<file path="src/hdl/trt_pkg.sv">
package trt_pkg;
	// special function register addresses
	localparam logic [7:0] TRT_ADDR_TCTRL = 8'h88;
	localparam logic [7:0] TRT_ADDR_RCTRL = 8'hc8;
	localparam logic [7:0] TRT_ADDR_RLL = 8'hca;
	localparam logic [7:0] TRT_ADDR_RLH = 8'hcb;
	localparam logic [7:0] TRT_ADDR_CNTL = 8'hcc;
	localparam logic [7:0] TRT_ADDR_CNTH = 8'hcd;
	localparam logic [7:0] TRT_ADDR_CKCFG = 8'h8e;
	// timer_ext_irq_control bit positions
	localparam int TC_T1_OVF = 7;
	localparam int TC_T1_RUN = 6;
	localparam int TC_T0_OVF = 5;
	localparam int TC_T0_RUN = 4;
	localparam int TC_X1_FLAG = 3;
	localparam int TC_X1_TYPE = 2;
	localparam int TC_X0_FLAG = 1;
	localparam int TC_X0_TYPE = 0;
	// reload_timer_control bit positions
	localparam int RC_HIGH_OVF = 7;
	localparam int RC_LOW_OVF = 6;
	localparam int RC_LOW_IRQ_EN = 5;
	localparam int RC_SPLIT = 3;
	localparam int RC_RUN = 2;
	localparam int RC_EXT_TICK = 0;
	localparam logic [7:0] RC_WRITE_MASK = 8'hed;
	// timer_clock_config bit positions
	localparam int CK_HIGH_SEL = 5;
	localparam int CK_LOW_SEL = 4;
	localparam logic [7:0] CK_WRITE_MASK = 8'h30;
	// reset values
	localparam logic [7:0] TRT_TCTRL_RST = 8'h00;
	localparam logic [7:0] TRT_RCTRL_RST = 8'h00;
	localparam logic [7:0] TRT_CKCFG_RST = 8'h00;
	localparam logic [7:0] TRT_BYTE_RST = 8'h00;
	// prescaler: core clock divided by twelve
	localparam int TRT_DIV12 = 12;
	localparam logic [3:0] TRT_DIV12_LAST = 4'(TRT_DIV12 - 1);

	typedef struct packed {
		logic [7:0] addr;
		logic write;
		logic [7:0] wdata;
	} trt_sfr_t;

	// acknowledges that the core is vectoring to a handler
	typedef struct packed {
		logic timer1;
		logic timer0;
		logic ext1;
		logic ext0;
	} trt_vec_t;
endpackage : trt_pkg

</file>
<file path="src/hdl/trt_half8.sv">
`timescale 1ns/10ps
`default_nettype none
module trt_half8 (
	input wire logic clk, // core clock
	input wire logic rst_n, // async reset, active low
	input wire logic inc, // advance by one this cycle
	input wire logic reloadOnWrap, // take reload value when wrapping
	input wire logic [7:0] reloadVal, // auto-reload byte
	input wire logic swWrite, // software writes the count
	input wire logic [7:0] swData, // software count value
	output logic [7:0] count, // current count
	output logic wrap // count goes past 0xff this cycle
);
	import trt_pkg::*;

	logic [7:0] count_reg;
	logic [7:0] count_next;
	wire logic [7:0] countInc = count_reg + 8'h01;

	assign wrap = inc && (count_reg == 8'hff);
	assign count_next = swWrite ? swData :
		!inc ? count_reg :
		(wrap && reloadOnWrap) ? reloadVal : countInc;
	assign count = count_reg;

	always_ff @(posedge clk or negedge rst_n) begin
		if (!rst_n) begin
			count_reg <= TRT_BYTE_RST;
		end else begin
			count_reg <= count_next;
		end
	end
endmodule : trt_half8
`default_nettype wire

</file>
<file path="src/hdl/trt_timer_ctrl.sv">
// Summary of operation
// - timer one overflow sets flag, cleared by vector
// - timer zero overflow sets flag, cleared by vector
// - ext one type: zero level, one edge
// - ext one flag set; vector clears if edge
// - ext zero type: zero level, one edge
// - ext zero flag set; vector clears if edge
// - split bit picks 16-bit or two 8-bit
// - clock: core, core/12, or external/8
// - external tick synchronised before use
// - 16-bit wrap reloads pair, sets high flag
// - interrupt on every 16-bit overflow when enabled
// - low byte wrap interrupts when also enabled
// - split halves reload from own reload byte
// - split: run gates high only, low free
// - split: each half selects core or chosen clock; 16-bit: low select only
`timescale 1ns/10ps
`default_nettype none
module trt_timer_ctrl (
	input wire logic clk, // core clock, 10 MHz
	input wire logic rst_n, // async reset, active low
	input wire trt_pkg::trt_sfr_t sfr, // register access port
	output logic [7:0] sfrRdata, // read data of last cycle's address
	input wire logic timer0Ovf, // timer zero overflow pulse
	input wire logic timer1Ovf, // timer one overflow pulse
	input wire trt_pkg::trt_vec_t vecAck, // handler vector pulses
	input wire logic extIrq0Input, // ext zero, already polarity adjusted
	input wire logic extIrq1Input, // ext one, already polarity adjusted
	input wire logic extOscDiv8, // external oscillator divided by 8
	input wire logic reloadTimerIrqEn, // interrupt enable for reload timer
	output logic timer0RunOut, // timer zero run enable
	output logic timer1RunOut, // timer one run enable
	output logic [7:0] tctrlOut, // timer_ext_irq_control contents
	output logic reloadTimerIrq // reload timer interrupt request
);
	import trt_pkg::*;

	logic [7:0] tctrl_reg;
	logic [7:0] tctrl_next;
	logic [7:0] rctrl_reg;
	logic [7:0] rctrl_next;
	logic [7:0] ckcfg_reg;
	logic [7:0] reloadLow_reg;
	logic [7:0] reloadHigh_reg;
	logic [7:0] rdata_reg;
	logic [7:0] rdata_next;
	logic irq_reg;
	logic [3:0] div12_reg;
	logic [2:0] extSync_reg;
	logic [1:0] extIn_reg;
	logic [7:0] countLow;
	logic [7:0] countHigh;
	logic lowWrap;
	logic highWrap;

	function automatic logic hit(input trt_sfr_t s, input logic [7:0] a);
		hit = s.write && (s.addr == a);
	endfunction : hit

	wire logic wrTctrl = hit(sfr, TRT_ADDR_TCTRL);
	wire logic wrRctrl = hit(sfr, TRT_ADDR_RCTRL);
	wire logic wrCkcfg = hit(sfr, TRT_ADDR_CKCFG);
	wire logic wrRll = hit(sfr, TRT_ADDR_RLL);
	wire logic wrRlh = hit(sfr, TRT_ADDR_RLH);
	wire logic wrCntL = hit(sfr, TRT_ADDR_CNTL);
	wire logic wrCntH = hit(sfr, TRT_ADDR_CNTH);

	// base value: a write replaces the byte (rctrl only its RC_WRITE_MASK bits), else it holds
	wire logic [7:0] tcBase = wrTctrl ? sfr.wdata : tctrl_reg;
	wire logic [7:0] rcBase = wrRctrl ?
		((sfr.wdata & RC_WRITE_MASK) | (rctrl_reg & ~RC_WRITE_MASK)) : rctrl_reg;

	// external inputs: edge mode looks at a rising edge, level mode at the level
	wire logic ext0Edge = extIrq0Input && !extIn_reg[0];
	wire logic ext1Edge = extIrq1Input && !extIn_reg[1];
	wire logic ext0Type = tctrl_reg[TC_X0_TYPE];
	wire logic ext1Type = tctrl_reg[TC_X1_TYPE];
	wire logic ext0Set = ext0Type ? ext0Edge : extIrq0Input;
	wire logic ext1Set = ext1Type ? ext1Edge : extIrq1Input;
	// level mode flags are only cleared by software, not by vectoring
	wire logic ext0VecClr = vecAck.ext0 && ext0Type;
	wire logic ext1VecClr = vecAck.ext1 && ext1Type;

	// hardware sets win over any clear in the same cycle
	always_comb begin
		tctrl_next = tcBase;
		tctrl_next[TC_T1_OVF] = timer1Ovf || (tcBase[TC_T1_OVF] && !vecAck.timer1);
		tctrl_next[TC_T0_OVF] = timer0Ovf || (tcBase[TC_T0_OVF] && !vecAck.timer0);
		tctrl_next[TC_X1_FLAG] = ext1Set || (tcBase[TC_X1_FLAG] && !ext1VecClr);
		tctrl_next[TC_X0_FLAG] = ext0Set || (tcBase[TC_X0_FLAG] && !ext0VecClr);
	end

	// clock sources: core clock, core/12 and the synchronised external tick
	wire logic div12Tick = (div12_reg == TRT_DIV12_LAST);
	// stage 0 feeds only stage 1; edges are taken between stages 1 and 2
	wire logic extTick = extSync_reg[1] && !extSync_reg[2];
	wire logic chosenTick = rctrl_reg[RC_EXT_TICK] ? extTick : div12Tick;
	wire logic lowTick = ckcfg_reg[CK_LOW_SEL] ? 1'b1 : chosenTick;
	wire logic highTick = ckcfg_reg[CK_HIGH_SEL] ? 1'b1 : chosenTick;

	wire logic splitMode = rctrl_reg[RC_SPLIT];
	wire logic runBit = rctrl_reg[RC_RUN];
	// 16-bit: low half paced by its clock and run bit, high half carried from low
	wire logic lowInc = splitMode ? lowTick : (lowTick && runBit);
	wire logic highInc = splitMode ? (highTick && runBit) : lowWrap;
	// 16-bit: low half reloads only when the whole count wraps
	wire logic lowReload = splitMode || (countHigh == 8'hff);

	trt_half8 lowHalf (
		.clk(clk),
		.rst_n(rst_n),
		.inc(lowInc),
		.reloadOnWrap(lowReload),
		.reloadVal(reloadLow_reg),
		.swWrite(wrCntL),
		.swData(sfr.wdata),
		.count(countLow),
		.wrap(lowWrap)
	);

	trt_half8 highHalf (
		.clk(clk),
		.rst_n(rst_n),
		.inc(highInc),
		.reloadOnWrap(1'b1),
		.reloadVal(reloadHigh_reg),
		.swWrite(wrCntH),
		.swData(sfr.wdata),
		.count(countHigh),
		.wrap(highWrap)
	);

	always_comb begin
		rctrl_next = rcBase;
		rctrl_next[RC_HIGH_OVF] = highWrap || rcBase[RC_HIGH_OVF];
		rctrl_next[RC_LOW_OVF] = lowWrap || rcBase[RC_LOW_OVF];
	end

	// request stays up while a flag it covers is set and enabled
	wire logic irqNext = reloadTimerIrqEn && (rctrl_next[RC_HIGH_OVF] ||
		(rctrl_next[RC_LOW_IRQ_EN] && rctrl_next[RC_LOW_OVF]));

	always_comb begin
		unique case (sfr.addr)
			TRT_ADDR_TCTRL: rdata_next = tctrl_reg;
			TRT_ADDR_RCTRL: rdata_next = rctrl_reg;
			TRT_ADDR_CKCFG: rdata_next = ckcfg_reg;
			TRT_ADDR_RLL: rdata_next = reloadLow_reg;
			TRT_ADDR_RLH: rdata_next = reloadHigh_reg;
			TRT_ADDR_CNTL: rdata_next = countLow;
			TRT_ADDR_CNTH: rdata_next = countHigh;
			default: rdata_next = 8'h00;
		endcase
	end

	// clock config keeps only the two half selects; other bits read back as zero
	wire logic [7:0] ckcfgNext = wrCkcfg ? (sfr.wdata & CK_WRITE_MASK) : ckcfg_reg;
	// reload bytes take effect at the next wrap, never mid-count
	wire logic [7:0] reloadLowNext = wrRll ? sfr.wdata : reloadLow_reg;
	wire logic [7:0] reloadHighNext = wrRlh ? sfr.wdata : reloadHigh_reg;

	// control bytes: flags and software writes are merged in the next-value logic
	always_ff @(posedge clk or negedge rst_n) begin
		if (!rst_n) begin
			tctrl_reg <= TRT_TCTRL_RST;
			rctrl_reg <= TRT_RCTRL_RST;
		end else begin
			tctrl_reg <= tctrl_next;
			rctrl_reg <= rctrl_next;
		end
	end

	always_ff @(posedge clk or negedge rst_n) begin
		if (!rst_n) begin
			ckcfg_reg <= TRT_CKCFG_RST;
			reloadLow_reg <= TRT_BYTE_RST;
			reloadHigh_reg <= TRT_BYTE_RST;
		end else begin
			ckcfg_reg <= ckcfgNext;
			reloadLow_reg <= reloadLowNext;
			reloadHigh_reg <= reloadHighNext;
		end
	end

	// read data and request are registered so every output leaves a flip-flop
	always_ff @(posedge clk or negedge rst_n) begin
		if (!rst_n) begin
			rdata_reg <= TRT_BYTE_RST;
			irq_reg <= 1'b0;
		end else begin
			rdata_reg <= rdata_next;
			irq_reg <= irqNext;
		end
	end

	// previous input levels for edge detection; reset matches the idle low level
	always_ff @(posedge clk or negedge rst_n) begin
		if (!rst_n) begin
			extIn_reg <= 2'b00;
		end else begin
			extIn_reg <= {extIrq1Input, extIrq0Input};
		end
	end

	always_ff @(posedge clk or negedge rst_n) begin
		if (!rst_n) begin
			div12_reg <= 4'h0;
			extSync_reg <= 3'h0;
		end else begin
			div12_reg <= div12Tick ? 4'h0 : div12_reg + 4'h1;
			extSync_reg <= {extSync_reg[1:0], extOscDiv8};
		end
	end

	assign sfrRdata = rdata_reg;
	assign tctrlOut = tctrl_reg;
	assign timer0RunOut = tctrl_reg[TC_T0_RUN];
	assign timer1RunOut = tctrl_reg[TC_T1_RUN];
	assign reloadTimerIrq = irq_reg;
endmodule : trt_timer_ctrl
`default_nettype wire

</file>
<file path="config.mk">
export PLATFORM = sky130hd
export DESIGN_NAME = trt_timer_ctrl
export DESIGN_NICKNAME = d
export VERILOG_FILES = /design/src/hdl/trt_pkg.sv /design/src/hdl/trt_half8.sv /design/src/hdl/trt_timer_ctrl.sv
export SDC_FILE = /design/constraint.sdc
export NUM_CORES = 1
export LEC_CHECK = 0
export BUFFER_PORTS_ARGS = -buffer_cell sky130_fd_sc_hd__buf_2
export CORE_ASPECT_RATIO = 2
export CORE_MARGIN = 2
export CORE_UTILIZATION = 31
export CTS_CLUSTER_SIZE = 24
export DETAILED_ROUTE_END_ITERATION = 6
export PLACE_DENSITY = 0.45
export SLEW_MARGIN = 20
export SYNTH_ARGS = -nofsm -noshare
export SYNTH_HDL_FRONTEND = slang
export SYNTH_SLANG_ARGS = --single-unit
</file>
<file path="constraint.sdc">
create_clock -name clk -period 2.8 [get_ports clk]
set_input_delay 0.56 -clock clk [delete_from_list [all_inputs] [get_ports clk]]
set_output_delay 0.56 -clock clk [all_outputs]
set_load 0.005 [all_outputs]
</file>
### Yosys cells after proc, flatten, opt, wreduce, memory -nomap -nowiden

Index checks and enable logic that the tools add are counted.

| storage, ports and cells | value |
|---|---|
| register bits | 68 |
| bits of input ports | 29 |
| output and inout bits | 19 |

| cells by class | value |
|---|---|
| $add $sub $neg | 3 |
| eq/ne operators | 10 |
| mux-type cells | 17 |
| bitwise operators | 1 |
| reduce and logical (&&, ||, !) cells | 40 |

Operator list:

| operator | count |
|---|---|
| equality test 8 bit (second input constant) | 9 |
| 2-to-1 mux 8 bit | 8 |
| one-hot mux 8 bit (7 select lines) | 1 |
| logical AND 1 bit | 23 |
| adder 8 x 1 -> 8 bit (second input constant) | 2 |
| logical OR 1 bit | 8 |
| bitwise OR 8 x 5 -> 8 bit | 1 |
| zero test 1 bit | 7 |
| 2-to-1 mux 1 bit | 7 |
| adder 4 x 1 -> 4 bit (second input constant) | 1 |
| equality test 4 bit (second input constant) | 1 |
| 2-to-1 mux 4 bit | 1 |
| nonzero test 2 bit | 2 |

### Depth between registers and ports, before layout

Gate-level depths: netlist (run 1).

| logic depth | value |
|---|---|
| word-level depth | 12 |
| mapped depth | 7 |
| mapped depth without buffers | 6 |

### Hierarchy

A second synthesis (run 1) with hierarchy kept.

| unflattened totals | value |
|---|---|
| cells, all modules | 340 |
| area, all modules | 3656.0 sq um |

Modules (own cells, without submodules):

| module | instances | cells each | area an instance (sq um) |
|---|---|---|---|
| trt_timer_ctrl | 1 | 200 | 2489.9 |
| trt_half8 | 2 | 70 | 583.1 |

### Worst setup path after synthesis (run 1)

OpenSTA, ideal clock, no wires.

| path | value |
|---|---|
| path kind | input to register |
| from | input port sfr[8] (netlist bit) |
| to | register irq_reg (netlist: reloadTimerIrq) |
| arrival | 2078 ps |
| slack | 598 ps |
| stages on the path | 6 |
| path buffers | 1 |
| cell sequence | buf_4 > or3b_4 > nor4_4 > mux2i_1 > o21ai_2 > a211o_1 |

| on the way | value |
|---|---|
| elaborated cells on any way between the ends | 7 |
| classes of those cells | mux (1); reduce/logical (6) |

RTL lines:

| what | line | text |
|---|---|---|
| start: declaration | trt_timer_ctrl.sv:22 | `input wire trt_pkg::trt_sfr_t sfr,` |
| logical AND 1 bit | trt_timer_ctrl.sv:57 | `hit = s.write && (s.addr == a);` |
| 2-to-1 mux 8 bit | trt_timer_ctrl.sv:70 | `wire logic [7:0] rcBase = wrRctrl ?` |
| logical OR 1 bit | trt_timer_ctrl.sv:135 | `rctrl_next[RC_HIGH_OVF] = highWrap \|\| rcBase[RC_HIGH_OVF];` |
| via rctrl_next[7] | trt_timer_ctrl.sv:41 | `logic [7:0] rctrl_next;` |
| logical OR 1 bit | trt_timer_ctrl.sv:140 | `wire logic irqNext = reloadTimerIrqEn && (rctrl_next[RC_HIGH_OVF] \|\|` |
| logical AND 1 bit | trt_timer_ctrl.sv:140 |  |
| via irqNext | trt_timer_ctrl.sv:140 |  |
| end signal: assignment | trt_timer_ctrl.sv:192 | `irq_reg <= irqNext;` |
| end: declaration | trt_timer_ctrl.sv:47 | `logic irq_reg;` |

The timed path passes the listed nets, and every way through them passes these cells.
A chain may end at the register's enable or synchronous reset.

### Worst setup path in the final report (run 1)

| path | value |
|---|---|
| from | register lowHalf.count_reg[0] (netlist: lowHalf.count[0]) |
| to | register highHalf.count_reg[5] (netlist: highHalf.count[5]) |

| on the way | value |
|---|---|
| cells in the longest elaborated chain, start to end | 7 |
| elaborated cells on any way between the ends | 8 |
| classes of those cells | eq/ne (1); mux (4); reduce/logical (3) |

RTL lines:

| what | line | text |
|---|---|---|
| start: declaration | trt_half8.sv:16 | `logic [7:0] count_reg;` |
| start signal: assignment | trt_half8.sv:30 | `count_reg <= count_next;` |
| equality test 8 bit * | trt_half8.sv:20 | `assign wrap = inc && (count_reg == 8'hff);` |
| logical AND 1 bit * | trt_half8.sv:20 |  |
| 2-to-1 mux 1 bit * | trt_timer_ctrl.sv:105 | `wire logic highInc = splitMode ? (highTick && runBit) : lowWrap;` |
| logical AND 1 bit | trt_half8.sv:20 |  |
| 2-to-1 mux 8 bit | trt_half8.sv:23 | `(wrap && reloadOnWrap) ? reloadVal : countInc;` |
| 2-to-1 mux 8 bit | trt_half8.sv:22 | `!inc ? count_reg :` |
| 2-to-1 mux 8 bit | trt_half8.sv:21 | `assign count_next = swWrite ? swData :` |
| end signal: assignment | trt_half8.sv:30 |  |
| end: declaration | trt_half8.sv:16 |  |

Mark *: on every way between the ends. The rest lies on a longest branch, timed or not. The select of a mux whose other input is x is not followed.

==> results_dict.tcl, run 1 <==
set metrics [dict create \
    synth_cell_types 69 \
    grt_pass1_wl_um 18800 \
    yosysSeqAreaShare_pct 45.8 \
    post_cts_buffers 0 \
    slowest_stage "dfrtp_1" \
    root_buffer "clkbuf_16" \
    grt_max_degree 38 \
    dp_hpwl_um 9520 \
    vdd_drop_max_mv 0.260 \
    area_delta_synth_final_pct 20.4 \
    cts_hold_buf 0 \
    r2r-start "lowHalf.count[0]" \
    synth-seq-cells 66 \
    antenna_found_initial 0 \
    synth_enable_flop_cells 0 \
    busiest_layer "met2" \
    post-route-util_pct 38.2 \
    crit_type "reg -> reg" \
    crit_fanout 7 \
    grtUsageMet3_pct 3.00 \
    cp-start-kind "flip-flop" \
    drc 0 \
    drive_gt1_share_pct 30.3 \
    cts_num_sinks 66 \
    grt_use_total_pct 20.9 \
    num_rows 55 \
    hp-class "in -> async" \
    fin_area_mm2 0.00434 \
    switching_share_pct 31.5 \
    reg2reg_depth 6 \
    synth.cell_area_mm2 0.00360 \
    synthArstFlopShare_pct 100 \
    core_area_mm2 0.0114 \
    timing.fmax_mhz 435 \
    comb_power_share_pct 17.1 \
    rsz0062_at_grt "no" \
    finClkSkew_ps 6.27 \
    initial_core_util_pct 31.7 \
    wl_per_cell_um 22.8 \
    num_vias 3058 \
    place_area_mm2 0.00403 \
    fin_crit_sh_pct 82.1 \
    port_buffers 47 \
    ant_nets 0 \
    hold_viol 0 \
    tightestPinTransition_ps 502 \
    slowest_delay_ps 500 \
    detail_route.iter0.violations 241 \
    p_int_w 0.00202 \
    clkTransAtPathRegs_ps 60 \
    cts_buffers 9 \
    yosys_warnings 0 \
    status "finished clean" \
    grt_overflow 0 \
    cts_max_level 3 \
    end_kind "flip-flop" \
    p_seq_share_pct 43.1 \
    insertedDiodeCount 0 \
    tritoncts "yes" \
    finalSetupViolCount 0 \
    dr.pass1.iters 4 \
    crit_required_ps 3080 \
    nNetsFinal 426 \
    synth_area_leaders "dfrtp_1 (46%), mux2_2 (7.2%), nand2_1 (4.4%), mux2_4 (3.3%), mux2i_1 (3.1%)" \
    leakagePower_nw 1.97 \
    seq_area_mm2 0.00165 \
    synth_area_leader_cell "dfrtp_1" \
    grt_pass1_vias 3050 \
    worstPathCellList "ha_1, and4_1, a21oi_1, or3_1, o31ai_1, mux2_2" \
    use_met2_pct 39.0 \
    power.density_mw_per_mm2 678 \
    r2r_slack_ps 500 \
    wl_um 12400 \
    relSlewSlack_pct 66.2 \
    finalCriticalPeriod_ps 2300 \
    clockBufferDepth 2 \
    avgSynthCellArea_um2 10.6 \
    multiInputGateArea_mm2 0.00185 \
    yosys.area.top_type_share_pct 45.8 \
    tns_ps 0 \
    io_pins 48 \
    chipHeight_um 156 \
    fillCellCount 1174 \
    synth_ff_type "dfrtp_1" \
    cts_resized 0 \
    grt_use_met1_pct 22.3 \
    yosys.cell_count.top_type "dfrtp_1" \
    maxSlewViolCount 0 \
    critPathArrivalTime_ps 2570 \
    synthCells 339 \
    ys_top_cells_by_count "dfrtp_1 (66), nand2_1 (42), mux2_2 (23), nand3_1 (14), o21ai_0 (14)" \
    die_width_um 80.2 \
    vias_per_cell 5.65 \
    die_area_mm2 0.0126 \
    r2r_end "highHalf.count[5]" \
    cap_viol_max_count 0 \
    gp_congestion 0.893 \
    synth_fp_nets 371 \
    clkPwrFrac_pct 39.9 \
    worstSkewPairLatency_ps 340 \
    switchingPower_w 0.000927 \
]
## power groups by stage
stage	logic, W	registers (W)	clock network [W]
global route	0.000556	0.00128	0.00124
CTS	0.000504	0.00126	0.00119
floorplan	0.000397	0.00116	0
finish	0.000502	0.00127	0.00117
global placement	0.000499	0.00128	0
detailed placement	0.000502	0.00128	0
## layout by cell type, fill, tap and decap left out, drive strengths merged, types with 4 or more instances in the layout
cell type,instances
and2,4
nand2,44
mux2,31
a221o,6
nor3,10
nand3,14
dfrtp,66
a22o,6
o31ai,6
buf,61
nand4,9
a31oi,4
nor2,13
nor3b,4
clkbuf,11
mux2i,11
a21oi,12
and3,6
o21ai,16
## how the worst max path moves through the flow
stage | to | from | slack, ps | depth (start not counted)
after detailed placement | lowHalf.count[5] | sfr[10] | 450 | 5
final | highHalf.count[5] | lowHalf.count[0] | 500 | 6
after floorplan | reloadTimerIrq | sfr[8] | 600 | 6
after CTS | highHalf.count[5] | lowHalf.count[0] | 510 | 6
after global routing | highHalf.count[5] | lowHalf.count[0] | 410 | 6
after global placement | lowHalf.count[5] | sfr[10] | 430 | 5
## worst max-delay path: cells and delay by family, from the launching register on
family	cells	cell delay (ps)
AOI/OAI and AO/OA	2	400
adders and majority gates	1	400
DFF	1	500
muxes	1	180
and+or+nand+nor	2	760
## routing by layer
layer	share of wire (%)	wire [µm]
met1	36	4460
met2	59	7250
met5	0	0
met3	2.5	304
met4	2.8	348
## layout make-up
| class | instances | area share (%) |
|---|---|---|
| clock buffer | 11 | 5.59 |
| clock inverter | 5 | 1.47 |
| inverter | 3 | 0.260 |
| multi-input combinational | 253 | 42.7 |
| sequential | 66 | 38.1 |
| tap | 142 | 4.09 |
| timing repair buffer | 61 | 7.84 |
## cells by family (layout without fill, tap and decap cells)
logic type / count (synthesis) / count (layout) / synth area share [%]
buffers and inverters: 20 / 80 / 2.78
XOR/XNOR: 3 / 3 / 0.729
AND/OR/NAND/NOR: 123 / 123 / 19.2
adder cells (fa/ha/maj): 3 / 3 / 1.04
multiplexers: 42 / 42 / 13.6
flip-flops: 66 / 66 / 45.8
AO/OA/AOI/OAI: 82 / 82 / 16.8
## through the flow
stage | setup WS (ps) | power [W] | hold WS, ps | instances
6_report | 501 | 0.00294 | 241 | 541
5_1_grt | 411 | 0.00307 | 277 | 541
4_1_cts | 513 | 0.00296 | 260 | 541
3_5_place_dp | 453 | 0.00178 | 340 | 525
3_3_place_gp | 430 | 0.00178 | 344 | 525
2_1_floorplan | 598 | 0.00156 | 264 | 339
Power figures use the tool's default switching activity.
==> inputs of run 2 (changes only) <==
--- a/config.mk
+++ b/config.mk
@@ -11,7 +11,7 @@
 export CORE_UTILIZATION = 31
 export CTS_CLUSTER_SIZE = 24
 export DETAILED_ROUTE_END_ITERATION = 6
-export PLACE_DENSITY = 0.45
+export PLACE_DENSITY = 0.47
 export SLEW_MARGIN = 20
 export SYNTH_ARGS = -nofsm -noshare
 export SYNTH_HDL_FRONTEND = slang
==> constraint.sdc (replaced) <==
create_clock -name clk -period 2 [get_ports clk]
set_input_delay 0.4 -clock clk [delete_from_list [all_inputs] [get_ports clk]]
set_output_delay 0.4 -clock clk [all_outputs]
set_load 0.005 [all_outputs]
==> run 2 against run 1 <==
First-iteration DRC count decreased by 33%; count of clock-buffer cells in the layout down 1; clock skew is essentially flat; flip-flop and latch count is the same; maximum frequency is 19% higher; clock power is 38% higher; global-route usage increased by 0.68 points; routed wire length grew 2.7%; non-clock buffer count grew 41; combinational power rose by 110%.
==> results_dict.tcl, run 2 (synthesized netlist as in run 1, its figures left out) <==
set metrics [dict create \
    area_delta_synth_final_pct 32.4 \
    fin_area_mm2 0.00477 \
    dp.cells 564 \
    grt_pass1_vias 3352 \
    leakagePower_nw 2.19 \
    tns_ps 0 \
    ant_nets 0 \
    finClkSkew_ps 6.38 \
    drive_gt1_share_pct 39.5 \
    worstSkewPairLatency_ps 340 \
    hold_viol 0 \
    tritoncts "yes" \
    core_area_mm2 0.0114 \
    die_width_um 80.2 \
    critPathArrivalTime_ps 2150 \
    p_int_w 0.00297 \
    post-place-ws_ps -66.0 \
    vias_per_cell 5.46 \
    tightestPinTransition_ps 396 \
    crit_type "reg -> reg" \
    grt_use_total_pct 21.5 \
    rsz0062_at_grt "yes" \
    dr.pass1.iters 5 \
    root_buffer "clkbuf_16" \
    layout_common_cells "dfrtp_1 (66), buf_4 (49), buf_2 (47)" \
    timing.fmax_mhz 518 \
    p_seq_share_pct 38.2 \
    cp-start-kind "flip-flop" \
    cap_viol_max_count 0 \
    hp-class "in -> reg" \
    worst_slack_ps 69.8 \
    drc 0 \
    worstPathCellList "inv_1, o41ai_4, or3_4, o21ai_2, a211o_1" \
    finalCriticalPeriod_ps 1930 \
    switchingPower_w 0.00135 \
    wl_per_cell_um 21.8 \
    detail_route.iter0.violations 162 \
    critical_path_buf_inv_count 1 \
    wl_um 12700 \
    relSlewSlack_pct 73.2 \
    final_common_cell "dfrtp_1" \
    clkPwrFrac_pct 37.3 \
    holdWs_ps 168 \
    cp_top_family "compound AO/OA/AOI/OAI gates" \
    fin_crit_sh_pct 96.5 \
    num_vias 3180 \
    crit_fanout 5 \
    grt_overflow 0 \
    grt_max_degree 42 \
    antenna_found_initial 0 \
    initial_core_util_pct 31.7 \
    place_area_mm2 0.00435 \
    fin_cells 582 \
    chipHeight_um 156 \
    slowest_stage "dfrtp_1" \
    status "finished clean" \
    gp_congestion 0.942 \
    num_rows 55 \
    port_buffers 47 \
    end_kind "flip-flop" \
    maxSlewViolCount 0 \
    crit_required_ps 2220 \
    insertedDiodeCount 0 \
    grt_pass1_wl_um 19400 \
    nNetsFinal 467 \
    io_pins 48 \
    cts_num_sinks 66 \
    vdd_drop_max_mv 0.467 \
    slowest_delay_ps 510 \
    die_area_mm2 0.0126 \
    clkTransAtPathRegs_ps 60 \
    cts_max_level 3 \
    finalSetupViolCount 0 \
    clockBufferDepth 2 \
    power.density_mw_per_mm2 906 \
    switching_share_pct 31.3 \
    comb_power_share_pct 24.6 \
    dp_hpwl_um 9910 \
    cts_buffers 9 \
]
-- run 2: cell count changes in the layout (fill, tap and decap cells not counted), sizes merged --
cell	delta
dlygate4sd3	+1
clkinvlp	+2
buf	+40
clkbuf	-1
clkinv	-1
-- run 2: routing by layer --
layer	part of all wire, %	GRT usage, %	up-vias
met5	0	0	-
met3	2.5	3.17	37
li1	-	-	1473
met1	35	21.8	1592
met2	57	39.8	78
met4	6.0	13.4	0
-- run 2: stage by stage --
step,utilization (%),total power (W)
2_1_floorplan,-,0.00218
3_3_place_gp,38.3,0.00267
3_5_place_dp,38.3,0.00269
4_1_cts,41.3,0.00433
5_1_grt,42.0,0.00454
6_report,42.0,0.00432
-- run 2: layout make-up --
type | instances | area (µm²)
repair buffers | 102 | 687
clock buffers | 10 | 239
fillers | 1141 | 6590
well taps | 142 | 178
flip-flops and latches | 66 | 1650
inverters | 3 | 11.3
multi-input cells | 253 | 1940
clock inverters | 6 | 66.3
-- run 2: repair_timing --
action                                  4_1_cts  5_1_grt
cloned                                        0        0
endpoints found under the setup margin        9       13
pin swaps                                     3        5
hold buffers                                  1        0
gates resized for setup                       7       13
buffers inserted                              0        1
endpoints found under the hold margin         1        0
-- run 2: power groups by stage --
stage | Combinational [W] | Sequential, W | Clock, W
after floorplan | 0.000556 | 0.00163 | 0
after global placement | 0.00100 | 0.00167 | 0
after detailed placement | 0.00102 | 0.00167 | 0
after CTS | 0.00103 | 0.00165 | 0.00165
after global routing | 0.00117 | 0.00167 | 0.00170
final | 0.00106 | 0.00165 | 0.00161
-- run 2: final timing paths --
check                                    start                to  slack (ps)  cells past startpoint
worst max-delay path              rctrl_reg[3]    reloadTimerIrq          70                      5
worst min-delay path                extOscDiv8    extSync_reg[0]         170                      1
worst max register to register    rctrl_reg[3]    reloadTimerIrq          70                      5
worst min register to register  extSync_reg[0]    extSync_reg[1]         360                      0
max in group asynchronous                rst_n  reloadLow_reg[4]        1080                      3
min in group asynchronous                rst_n      extIn_reg[0]         400                      2
==> inputs of run 3 (changes only) <==
--- a/config.mk
+++ b/config.mk
@@ -5,7 +5,7 @@
 export SDC_FILE = /design/constraint.sdc
 export NUM_CORES = 1
 export LEC_CHECK = 0
-export BUFFER_PORTS_ARGS = -buffer_cell sky130_fd_sc_hd__buf_2
+export BUFFER_PORTS_ARGS = -buffer_cell sky130_fd_sc_hd__buf_4
 export CORE_ASPECT_RATIO = 2
 export CORE_MARGIN = 2
 export CORE_UTILIZATION = 31
==> run 3 against run 2 <==
Design area up 1.2%; cell count down 0.34%; sequential share of layout area down 0.41 points; via count unchanged; non-clock buffer count down 2; register-to-register slack about the same; global-route usage down 0.52 points; clock skew about the same; critical path type unchanged; critical endpoint is now highHalf.count[0]; largest cell class unchanged.
==> results_dict.tcl, run 3 (synthesized netlist as in run 1, its figures left out) <==
set metrics [dict create \
    crit_fanout 6 \
    rsz0062_at_grt "yes" \
    switching_share_pct 30.9 \
    status "finished clean" \
    timing.fmax_mhz 520 \
    chipHeight_um 156 \
    num_rows 55 \
    finClkSkew_ps 6.69 \
    worstPathCellList "ha_2, and4bb_4, nor4_2, or3_4, buf_4, o31ai_2, o22a_1" \
    comb_power_share_pct 24.6 \
    antenna_found_initial 0 \
    die_width_um 80.2 \
    leakagePower_nw 2.21 \
    place_area_mm2 0.00446 \
    fillCellCount 1129 \
    cap_viol_max_count 0 \
    post_cts_buffers 0 \
    root_buffer "clkbuf_16" \
    wl_met1_um 4350 \
    tritoncts "yes" \
    crit_required_ps 2280 \
    cts_buffers 9 \
    cts_max_level 3 \
    drive_gt1_share_pct 38.1 \
    worst_slack_ps 76.7 \
    dr.pass1.iters 4 \
    cp-start-kind "flip-flop" \
    layout_common_cells "buf_4 (96), dfrtp_1 (66), nand2_1 (42)" \
    hold_viol 0 \
    io_pins 48 \
    switchingPower_w 0.00133 \
    die_area_mm2 0.0126 \
    num_vias 3180 \
    hp-class "in -> reg" \
    core_area_mm2 0.0114 \
    grt_pass1_vias 3428 \
    port_buffers 47 \
    grt_overflow 0 \
    gp_congestion 0.911 \
    relSlewSlack_pct 65.3 \
    critPathArrivalTime_ps 2200 \
    cts_num_sinks 66 \
    grt_pass1_wl_um 19000 \
    topRoutingLayerUsed "met4" \
    ant_nets 0 \
    dp_hpwl_um 9730 \
    p_seq_share_pct 37.9 \
    vias_per_cell 5.48 \
    power.density_mw_per_mm2 894 \
    worstSkewPairLatency_ps 340 \
    vdd_drop_max_mv 0.520 \
    multiInputGateArea_mm2 0.00190 \
    clkPwrFrac_pct 37.6 \
    maxSlewViolCount 0 \
    p_int_w 0.00298 \
    post-place-ws_ps -100 \
    wl_um 12400 \
    slowest_delay_ps 430 \
    detail_route.iter0.violations 179 \
    clkTransAtPathRegs_ps 60 \
    finalSetupViolCount 0 \
    fin_area_mm2 0.00483 \
    wl_per_cell_um 21.4 \
    clockBufferDepth 2 \
    grt_use_total_pct 21.0 \
    power_w 0.00432 \
    wl_met2_um 7030 \
    grt_max_degree 29 \
    nNetsFinal 465 \
    area_delta_synth_final_pct 34.0 \
    initial_core_util_pct 31.7 \
    slowest_stage "or3_4" \
    final_common_cell "buf_4" \
    seq_area_mm2 0.00165 \
    end_kind "flip-flop" \
    crit_type "reg -> reg" \
    tightestPinTransition_ps 513 \
    wl_met3_um 352 \
    insertedDiodeCount 0 \
    drc 0 \
    fin_crit_sh_pct 96.2 \
    finalCriticalPeriod_ps 1920 \
]
-- run 3: changes by cell type in the layout (fill, tap and decap cells not counted), sizes merged --
cell and change:
buf -2
-- run 3: worst max-delay path, delay by kind of cell (launching register included) --
kind,cells,cell delay (ps)
buffers and inverters,1,160
adders and majority gates,1,180
and+or+nand+nor,3,800
AOI/OAI and AO/OA,2,360
DFF,1,350
-- run 3: stage by stage --
stage	TNS (ps)	cells	hold slack, ps	util, %
global placement	-891	563	338	39.3
floorplan	-41.7	339	104	-
detailed placement	-1050	563	339	39.3
finish	0	580	174	42.5
global route	-17.2	580	164	42.5
CTS	-68.3	580	165	42.2
-- run 3: routing by layer --
layer / track usage [%] / vias to the layer above
met2: 38.9 / 71
met4: 13.9 / 0
li1: - / 1480
met3: 3.11 / 36
met1: 20.9 / 1593
met5: 0 / -
-- run 3: area by class of cell --
type                       count  share of cell area, %
sequential                    66                   34.2
clock inverter                 6                   1.37
inverter                       3                  0.233
clock buffer                  10                   4.95
timing repair buffer         100                   16.2
tap                          142                   3.68
multi-input combinational    253                   39.3
-- run 3: what timing repair did --
action,in CTS,in global routing
gates resized for setup,3,9
pin swaps,1,0
endpoints found under the hold margin,8,0
hold buffers,1,0
endpoints found under the setup margin,5,11
-- run 3: final timing paths --
path / from / to / slack (ps) / depth (start not counted)
min: extOscDiv8 / extSync_reg[0] / 170 / 1
min in group asynchronous: rst_n / extIn_reg[0] / 530 / 2
max: div12_reg[0] / highHalf.count[0] / 80 / 7
max in group asynchronous: rst_n / lowHalf.count[3] / 920 / 3
min reg2reg: extSync_reg[0] / extSync_reg[1] / 360 / 0
max reg2reg: div12_reg[0] / highHalf.count[0] / 80 / 7
-- run 3: power groups by stage --
stage,sequential [W],combinational [W],clock (W)
2_1_floorplan,0.00163,0.000556,0
3_3_place_gp,0.00165,0.00104,0
3_5_place_dp,0.00166,0.00105,0
4_1_cts,0.00163,0.00105,0.00166
5_1_grt,0.00166,0.00115,0.00171
6_report,0.00163,0.00106,0.00162
